**config.mk**
```make
export PLATFORM = sky130hd
export DESIGN_NAME = cbu_branch_unit
export DESIGN_NICKNAME = d
export VERILOG_FILES = /design/src/shared/cbu_pkg.sv /design/src/cbu_decode.sv /design/src/cbu_branch_unit.sv
export SDC_FILE = /design/constraint.sdc
export NUM_CORES = 1
export LEC_CHECK = 0
export BUFFER_PORTS_ARGS = -buffer_cell sky130_fd_sc_hd__buf_2
export CAP_MARGIN = 10
export CORE_MARGIN = 5
export CORE_UTILIZATION = 25
export DETAILED_ROUTE_END_ITERATION = 8
export HOLD_SLACK_MARGIN = 0.05
export PLACE_DENSITY_LB_ADDON = 0.25
export SYNTH_ARGS = -nofsm -noshare
export SYNTH_HDL_FRONTEND = slang
export SYNTH_SLANG_ARGS = --single-unit
```
**constraint.sdc**
```tcl
create_clock -name clk_sys_i -period 11 [get_ports clk_sys_i]
set_input_delay 1.65 -clock clk_sys_i [delete_from_list [all_inputs] [get_ports clk_sys_i]]
set_output_delay 1.65 -clock clk_sys_i [all_outputs]
set_load 0.02 [all_outputs]
```
**src/shared/cbu_pkg.sv**
```systemverilog
// Package: opcodes, field positions, widths and carrier structs
package cbu_pkg;

  localparam int XLEN = 64;

  // Instruction field positions
  localparam int OP_MSB     = 31;
  localparam int OP_LSB     = 26;
  localparam int RA_MSB     = 25;
  localparam int RA_LSB     = 21;
  localparam int RB_MSB     = 20;
  localparam int RB_LSB     = 16;
  localparam int OFS_MSB    = 15;
  localparam int SIGN32_BIT = 31;
  localparam int SIGN64_BIT = 63;

  // Opcodes and selectors
  localparam logic [5:0] OP_REG_IMM_GROUP   = 6'h01;
  localparam logic [5:0] OP_BRANCH_EQUAL    = 6'h04;
  localparam logic [5:0] OP_BRANCH_EQUAL_L  = 6'h14;
  localparam logic [5:0] OP_COPROC_SYS      = 6'h10;
  localparam logic [4:0] SUB_COPROC_BRANCH  = 5'h08;
  localparam logic [4:0] SEL_COND_TRUE      = 5'h01;
  localparam logic [4:0] SEL_COND_TRUE_L    = 5'h03;
  localparam logic [4:0] SEL_NONNEG         = 5'h01;
  localparam logic [4:0] SEL_NONNEG_L       = 5'h03;
  localparam logic [4:0] SEL_NONNEG_LINK    = 5'h11;
  localparam logic [4:0] SEL_NONNEG_LINK_L  = 5'h13;
  localparam logic [4:0] LINK_REGISTER      = 5'h1F;
  localparam logic [XLEN-1:0] LINK_OFFSET   = 64'h0000_0000_0000_0008;
  localparam logic [XLEN-1:0] SLOT_OFFSET   = 64'h0000_0000_0000_0004;
  localparam logic              COND_RESET  = 1'b0;

  // Decoded branch kind
  typedef enum logic [3:0] {
    CBU_K_NONE  = 4'h0,
    CBU_K_CPT   = 4'h1,
    CBU_K_CPTL  = 4'h2,
    CBU_K_EQ    = 4'h3,
    CBU_K_EQL   = 4'h4,
    CBU_K_NN    = 4'h5,
    CBU_K_NNL   = 4'h6,
    CBU_K_NNAL  = 4'h7,
    CBU_K_NNALL = 4'h8
  } cbu_kind_t;

  // Issue request from the pipeline
  typedef struct packed {
    logic            valid;
    logic [31:0]     instr;
    logic [XLEN-1:0] pc;
    logic [XLEN-1:0] src_a;
    logic [XLEN-1:0] src_b;
  } cbu_issue_t;

  // Decoder output
  typedef struct packed {
    cbu_kind_t kind;
    logic      likely;
    logic      link;
    logic      coproc;
  } cbu_dec_t;

  // Resolution results toward the pipeline
  typedef struct packed {
    logic            redirect;
    logic [XLEN-1:0] target;
    logic            nullify;
    logic            cop_unusable;
    logic            link_we;
    logic [4:0]      link_reg;
    logic [XLEN-1:0] link_data;
  } cbu_result_t;

  localparam int PC_W = XLEN;

endpackage : cbu_pkg

```
**src/cbu_decode.sv**
```systemverilog
// Branch instruction decoder
`timescale 1ns/1ps
module cbu_decode (
  // Instruction
  input  wire logic [31:0]      instr_i,
  // Decoded branch
  output cbu_pkg::cbu_dec_t     dec_o
);
  import cbu_pkg::*;

  logic [5:0] op;
  logic [4:0] ra;
  logic [4:0] rb;

  assign op = instr_i[OP_MSB:OP_LSB];
  assign ra = instr_i[RA_MSB:RA_LSB];
  assign rb = instr_i[RB_MSB:RB_LSB];

  always_comb begin
    dec_o = '{kind: CBU_K_NONE, likely: 1'b0, link: 1'b0, coproc: 1'b0};
    case (op)
      OP_COPROC_SYS: begin
        if (ra == SUB_COPROC_BRANCH) begin
          if (rb == SEL_COND_TRUE) begin
            dec_o.kind   = CBU_K_CPT;
            dec_o.coproc = 1'b1;
          end else if (rb == SEL_COND_TRUE_L) begin
            dec_o.kind   = CBU_K_CPTL;
            dec_o.coproc = 1'b1;
            dec_o.likely = 1'b1;
          end
        end
      end
      OP_BRANCH_EQUAL: dec_o.kind = CBU_K_EQ;
      OP_BRANCH_EQUAL_L: begin
        dec_o.kind   = CBU_K_EQL;
        dec_o.likely = 1'b1;
      end
      OP_REG_IMM_GROUP: begin
        case (rb)
          SEL_NONNEG: dec_o.kind = CBU_K_NN;
          SEL_NONNEG_L: begin
            dec_o.kind   = CBU_K_NNL;
            dec_o.likely = 1'b1;
          end
          SEL_NONNEG_LINK: begin
            dec_o.kind = CBU_K_NNAL;
            dec_o.link = 1'b1;
          end
          SEL_NONNEG_LINK_L: begin
            dec_o.kind   = CBU_K_NNALL;
            dec_o.link   = 1'b1;
            dec_o.likely = 1'b1;
          end
          default: dec_o.kind = CBU_K_NONE;
        endcase
      end
      default: dec_o.kind = CBU_K_NONE;
    endcase
  end

endmodule : cbu_decode

```
**src/cbu_branch_unit.sv**
```systemverilog
// Conditional branch unit: decode, resolve, delay slot handling, link
`timescale 1ns/1ps
// Overview of operation
// - Target is slot address plus sign-extended offset shifted left two.
// - A taken branch redirects only after the delay-slot instruction issues.
// - Untaken likely branches nullify their delay-slot instruction.
// - Coprocessor-true takes on true line; unusable exception if disabled.
// - Coprocessor condition is the line sampled at the previous instruction.
// - Coprocessor branch subop 01000 with selector 00001 decodes branch-true.
// - Selector 00011 under the coprocessor branch subop decodes likely form.
// - Branch-equal compares full source registers, taken only when identical.
// - Likely branch-equal takes when equal, else nullifies delay slot.
// - Opcode 000001 is the register-immediate group; second field selects.
// - Selectors 00001 and 00011 decode non-negative branch and likely form.
// - Selectors 10001 and 10011 decode the link forms.
// - Non-negative branches take when the source sign bit is clear.
// - Link forms write branch address plus eight to register 31 whatever the outcome, but not when issued in a delay slot.
// - Naming register 31 as source in a link form raises no exception.
module cbu_branch_unit (
  // Clock and reset
  input  wire logic              clk_sys_i,
  input  wire logic              rst_i,
  // Mode and coprocessor status
  input  wire logic              mode64_i,
  input  wire logic              coproc_usable_i,
  input  wire logic              coproc_condition_line_i,
  // Instruction issue
  input  cbu_pkg::cbu_issue_t    issue_i,
  // Resolution
  output cbu_pkg::cbu_result_t   result_o,
  output logic                   is_branch_o
);
  import cbu_pkg::*;

  typedef enum logic [1:0] {
    CBU_S_IDLE = 2'b01,
    CBU_S_SLOT = 2'b10
  } cbu_state_t;

  typedef struct packed {
    cbu_state_t      state;
    logic            cond_prev;
    logic            pend_take;
    logic            pend_null;
    logic [XLEN-1:0] pend_target;
    cbu_result_t     res;
  } cbu_regs_t;

  cbu_regs_t r;
  cbu_regs_t next_r;
  cbu_dec_t  dec;

  cbu_decode u_decode (
    .instr_i (issue_i.instr),
    .dec_o   (dec)
  );

  // Sign extension of the word-shifted offset, width chosen by mode
  function automatic logic [XLEN-1:0] branch_offset(
    input logic [15:0] ofs,
    input logic        m64
  );
    logic [XLEN-1:0] full;
    full = {{(XLEN-18){ofs[OFS_MSB]}}, ofs, 2'b00};
    if (!m64) begin
      full = {{32{full[SIGN32_BIT]}}, full[31:0]};
    end
    return full;
  endfunction : branch_offset

  // Sign test of the source operand in the active mode
  function automatic logic is_nonneg(
    input logic [XLEN-1:0] v,
    input logic            m64
  );
    return m64 ? ~v[SIGN64_BIT] : ~v[SIGN32_BIT];
  endfunction : is_nonneg

  logic            cond;
  logic            is_br;
  logic [XLEN-1:0] slot_pc;
  logic [XLEN-1:0] tgt;

  assign is_br       = issue_i.valid && (dec.kind != CBU_K_NONE);
  assign is_branch_o = is_br;
  assign slot_pc     = issue_i.pc + SLOT_OFFSET;
  assign tgt         = slot_pc + branch_offset(issue_i.instr[15:0],
                                               mode64_i);

  always_comb begin
    case (dec.kind)
      CBU_K_CPT, CBU_K_CPTL: cond = r.cond_prev;
      CBU_K_EQ, CBU_K_EQL:
        cond = (issue_i.src_a == issue_i.src_b);
      CBU_K_NN, CBU_K_NNL, CBU_K_NNAL, CBU_K_NNALL:
        cond = is_nonneg(issue_i.src_a, mode64_i);
      default:               cond = 1'b0;
    endcase
  end

  always_comb begin
    next_r = r;
    next_r.res.redirect     = 1'b0;
    next_r.res.nullify      = 1'b0;
    next_r.res.cop_unusable = 1'b0;
    next_r.res.link_we      = 1'b0;
    // Line as seen by each issued instruction, used by the one after it
    if (issue_i.valid) begin
      next_r.cond_prev = coproc_condition_line_i;
    end
    case (r.state)
      CBU_S_IDLE: begin
        if (is_br) begin
          if (dec.coproc && !coproc_usable_i) begin
            next_r.res.cop_unusable = 1'b1;
          end else begin
            next_r.pend_take   = cond;
            next_r.pend_null   = dec.likely && !cond;
            next_r.pend_target = tgt;
            next_r.state       = CBU_S_SLOT;
            if (dec.link) begin
              // Written regardless of outcome or source register
              next_r.res.link_we   = 1'b1;
              next_r.res.link_reg  = LINK_REGISTER;
              next_r.res.link_data = issue_i.pc + LINK_OFFSET;
            end
          end
        end
      end
      CBU_S_SLOT: begin
        // Resolve once the delay-slot instruction issues
        if (issue_i.valid) begin
          next_r.res.redirect = r.pend_take;
          next_r.res.target   = r.pend_target;
          next_r.res.nullify  = r.pend_null;
          next_r.state        = CBU_S_IDLE;
        end
      end
      default: next_r.state = CBU_S_IDLE;
    endcase
  end

  always_ff @(posedge clk_sys_i) begin
    if (rst_i) begin
      r <= '{state: CBU_S_IDLE, cond_prev: COND_RESET, pend_take: 1'b0,
             pend_null: 1'b0, pend_target: '0, res: '0};
    end else begin
      r <= next_r;
    end
  end

  assign result_o = r.res;
endmodule : cbu_branch_unit

```
## After elaboration in Yosys (flattened, before gate mapping)

Index checks and enable logic that the tools add are counted.
Widths: inputs -> output; s select.

- Register bits after elaboration: 202
- Bits of input ports: 230
- Output and inout port bits: 138

- $add $sub $neg: 3
- Equal/unequal tests: 23
- Muxes and demuxes: 22
- Bitwise logic cells: 7
- Reductions and logical operators: 18

Operators with widths:

| cell | count |
|---|---|
| $mux 70 | 1 |
| $add 64x3->64 const B | 1 |
| $add 64x4->64 const B | 1 |
| $add 64x64->64 | 1 |
| $eq 64x64->1 | 1 |
| $pmux 4 s4 | 2 |
| $eq 4x3->1 const B | 4 |
| $eq 6x5->1 const B | 2 |
| $eq 5x5->1 const B | 2 |
| $mux 1 | 10 |
| $eq 4x2->1 const B | 2 |
| $reduce_or 2->1 | 4 |
| $reduce_or 4->1 | 2 |
| $not 1->1 | 7 |
| $eq 6x1->1 const B | 1 |
| $eq 6x3->1 const B | 1 |
| $mux 2 | 3 |
| $ne 2x2->1 const B | 3 |
| $pmux 1 s3 | 2 |
| $reduce_and 3->1 | 2 |
| $reduce_or 3->1 | 2 |
| $eq 5x1->1 const B | 1 |
| $eq 5x2->1 const B | 1 |
| $eq 5x4->1 const B | 1 |
| 13 further kinds | 16 |

## Logic depth before layout (Yosys ltp)

- Depth in word-level cells: 10
- Mapped depth: 16

## Hierarchy

Synthesis repeated with hierarchy kept, for this count alone.

- Cells, all modules: 1840
- Area, all modules: 14273.7 sq um

By module, submodules not included:

| module | instances | cells an instance | area each (sq um) |
|---|---|---|---|
| cbu_branch_unit | 1 | 1812 | 14069.7 |
| cbu_decode | 1 | 28 | 203.9 |

## Least setup slack after synthesis

OpenSTA, ideal clock, no wires.

- Kind: input-to-reg
- From: input issue_i[131] (netlist name)
- To: register r[200] (netlist name)
- Setup time: 0.074 ns
- Data arrival time: 4.584 ns
- Required time: 10.926 ns
- Setup slack: 6.342 ns
- Stages: 14
- Cells stage by stage: ha_1 > ha_1 > inv_1 > fa_1 > nand2b_1 > a21oi_2 > o21ai_0 > a21oi_2 > o21ai_2 > o31ai_4 > a21oi_2 > o32a_4 > or4b_1 > a31oi_1

- Longest elaborated chain between the ends: 2

Ends and longest elaborated chain:

| what | line | source |
|---|---|---|
| start, declared | cbu_branch_unit.sv:28 | `input cbu_pkg::cbu_issue_t issue_i,` |
| $add 64x3->64 | cbu_branch_unit.sv:86 | `assign slot_pc = issue_i.pc + SLOT_OFFSET;` |
| $add 64x64->64 | cbu_branch_unit.sv:87 | `assign tgt = slot_pc + branch_offset(issue_i.instr[15:0],` |
| end signal, assigned | cbu_branch_unit.sv:145 | `r <= '{state: CBU_S_IDLE, cond_prev: COND_RESET, pend_take: 1'b0,` |
| end signal, assigned | cbu_branch_unit.sv:148 | `r <= next_r;` |
| end, declared | cbu_branch_unit.sv:49 | `cbu_regs_t r;` |

No other way between the ends.
A chain may end at the register's enable or synchronous reset.

## Worst setup path in the final report

- From: input issue_i[212] (netlist name)
- To: register r, in the netlist result_o[4]

- Longest elaborated chain between the ends: 8
- Elaborated cells between the ends (all ways): 21
- Those cells by class: 4 x eq/ne; 11 x mux; 1 x bitwise; 5 x reduce/logical

Ends and longest elaborated chain:

| what | line | source |
|---|---|---|
| $eq 5x2->1 | cbu_decode.sv:27, cbu_decode.sv:40 |  |
| $mux 3 / $mux 1 (equally long branches) | cbu_decode.sv:27 | `end else if (rb == SEL_COND_TRUE_L) begin` |
| $mux 4 / $mux 1 (equally long branches) | cbu_decode.sv:24 | `if (rb == SEL_COND_TRUE) begin` |
| $mux 5 / $mux 1 (equally long branches) | cbu_decode.sv:23 | `if (ra == SUB_COPROC_BRANCH) begin` |
| $pmux 4 s4 / $mux 1 (equally long branches) | cbu_decode.sv:21 | `case (op)` |
| $reduce_bool 4->1 / $logic_and 1x1->1 (equally long branches) | cbu_branch_unit.sv:84, cbu_branch_unit.sv:114 |  |
| $logic_and 1x1->1 / $not 1->1 (equally long branches) | -- |  |
| $reduce_and 4->1 (no line) (*) | -- |  |

Mark *: on every way between the ends. The rest lies on a longest branch, timed or not.

==> flow_metrics.tcl <==
set metrics [dict create \
    drt_pass1_iterations 5 \
    dp.cells 2709 \
    synthArstFlopShare_pct 0 \
    layout.nets 2335 \
    clock_latency_ps 540 \
    end_kind "flop" \
    p_per_area_nw_per_um2 126 \
    ff2ff_path_depth 6 \
    max_stage_delay_ps 800 \
    relSlewSlack_pct 40.2 \
    hold-worst-slack_ps 451 \
    drt_iter0_drc 568 \
    critPathMaxFanout 85 \
    cts_resized 0 \
    clock_skew_ps 7.72 \
    ys.flop_type "dfxtp_1" \
    yosys_warnings 0 \
    synthTopCellsByCount "nand2_1 (289), dfxtp_1 (202), a21oi_1 (186)" \
    cts_hold_buf 0 \
    grt_pass1_wl_um 78100 \
    drive_above_1_share_pct 22.7 \
    fmax_ghz 0.193 \
    die_w_um 248 \
    drv_slew 0 \
    power.leakage_uw 0.00688 \
    instances_no_fill 2760 \
    timing_hold_violations_final 0 \
    start_util_pct 25.2 \
    netlist_instances 1805 \
    path_depth 10 \
    worst_pin_slew_ps 896 \
    first_global_vias 13000 \
    synth_top_cell_area_share_pct 28.5 \
    vias_per_cell 4.71 \
    clockRootBuffer "clkbuf_16" \
    synth_edf_count 0 \
    cts_tree "built" \
    gp_congestion 0.948 \
    start_kind "input port" \
    synth_top_area_cell "dfxtp_1" \
    ctsHtreeMaxLevel 1 \
    synthTopCellsByArea "dfxtp_1 (28%), ha_1 (11%), nand2_1 (7.6%)" \
    ios 368 \
    stdcell_area_um2 16600 \
    crit_required_ps 11400 \
    postPlaceCellArea_um2 15600 \
    crit_slowest_cell "nor2_4" \
    cts_buffers 27 \
    wl_per_cell_um 18.9 \
    area_delta_synth_final_pct 16.5 \
    rows 87 \
    vias 13000 \
    die_h_um 248 \
    r2r_slack_ps 7680 \
    finalCritPeriodShare_pct 47.2 \
    drc 0 \
    cp_num_buf_inv 2 \
    yosysSeqAreaShare_pct 28.5 \
    clkTransAtPathRegs_ps 60 \
    min_path_type "flop to flop" \
    coreArea_um2 56400 \
    synth_cell_type_count 81 \
    yosysMostFrequentCell "nand2_1" \
    fin_setup_tns_ps 0 \
    routed_wl_um 52200 \
    irDropWorstVdd_v 0.000115 \
    clkSinkCount 202 \
    grt_max_degree 91 \
    synth_area_um2 14200 \
    clockBufferDepth 3 \
    whs_path_depth 2 \
    setup_violations 0 \
    post_synth.cell_area_avg_um2 7.87 \
    dp_hpwl_um 41400 \
    synth.net_count 2158 \
    outcome "completed" \
    cp.arrival_ps 5590 \
    total_power_uw 2090 \
    cts_setup_buffers 0 \
    die-area_um2 61700 \
    ant_nets 0 \
    grt_use_total_pct 16.2 \
    grt-ovfl-total 0 \
    drv_cap 0 \
    critPathTopFamily "simple AND/OR/NAND/NOR gates" \
    period_needed_ps 5190 \
    rsz0062_at_grt "false" \
    crit_path_cell_trace "buf_2 > nor4b_1 > nand3_1 > a21oi_1 > o21ai_1 > or3_1 > nor2_4 > buf_4 > mux2i_1 > nor2_1" \
    critPathKind "input port to flop" \
    portBuffers 367 \
    antenna_found_initial 6 \
    ys_ff_latch 202 \
]
==> report_power, final <==
group	internal [uW]	switching, uW	leakage [uW]
Sequential	735	1.67	0.00163
Clock	555	367	0.000445
Combinational	171	260	0.00481
Total	1460	628	0.00688
==> cells by family after synthesis <==
family / count (synthesis) / synth area share, %
buffers and inverters: 262 / 11.2
flip-flops: 202 / 28.5
AO/OA/AOI/OAI: 410 / 18.0
XOR/XNOR: 160 / 9.86
adder cells (fa/ha/maj): 123 / 10.9
multiplexers: 10 / 0.705
AND/OR/NAND/NOR: 638 / 20.9
==> final cells by class <==
| type | count | area [um2] |
|---|---|---|
| repair buffers | 377 | 1920 |
| clock buffers | 32 | 744 |
| well taps | 756 | 946 |
| flip-flops and latches | 202 | 4040 |
| fillers | 6310 | 39800 |
| diodes | 3 | 7.51 |
| multi-input cells | 1341 | 8590 |
| inverters | 33 | 124 |
| clock inverters | 16 | 183 |
==> metal layers <==
metal	share of wire [%]	global-route usage (%)	wire [um]
met1	45	21.3	23600
met2	49	28.7	25600
met3	4.1	2.33	2120
met4	1.5	2.55	808
met5	0.061	0	32
==> sequential cells by signal (all words and copies together) (netlist names) <==
| name | count |
|---|---|
| result_o | 133 |
| r | 69 |
==> cell usage in the layout, fill, tap and decap left out, types with 33 or more instances in the layout <==
master / synthesis / layout
xnor2_1: 82 / 82
xor2_1: 78 / 78
nand2_1: 289 / 289
nand4_1: 39 / 39
o21ai_0: 51 / 51
nand3_1: 44 / 44
a21oi_1: 186 / 186
buf_2: 16 / 366
dfxtp_1: 202 / 202
a211oi_1: 63 / 63
inv_1: 33 / 33
nor2_1: 131 / 131
ha_1: 122 / 122
==> stage by stage <==
stage,utilization [%],worst slack (ps)
5_1_grt,29.4,5490
4_1_cts,29.4,5910
3_5_place_dp,27.7,5340
2_1_floorplan,-,6340
6_report,29.4,5810
3_3_place_gp,27.7,5430
==> worst register-to-register path, delay by kind of cell, from the launching register on <==
family / cells / cell delay (ps)
buf+inv: 1 / 770
mux: 1 / 400
simple gates: 4 / 1690
flops: 1 / 320
==> final timing paths <==
check                        startpoint                         end
max                        issue_i[212]    result_o[4]$_SDFFE_PP0P_
min          result_o[133]$_SDFFE_PP0P_  result_o[133]$_SDFFE_PP0P_
max reg2reg         r[205]$_SDFFE_PP0P_    result_o[4]$_SDFFE_PP0P_
min reg2reg  result_o[133]$_SDFFE_PP0P_  result_o[133]$_SDFFE_PP0P_
Note: power is estimated with default switching activity, not from simulation.
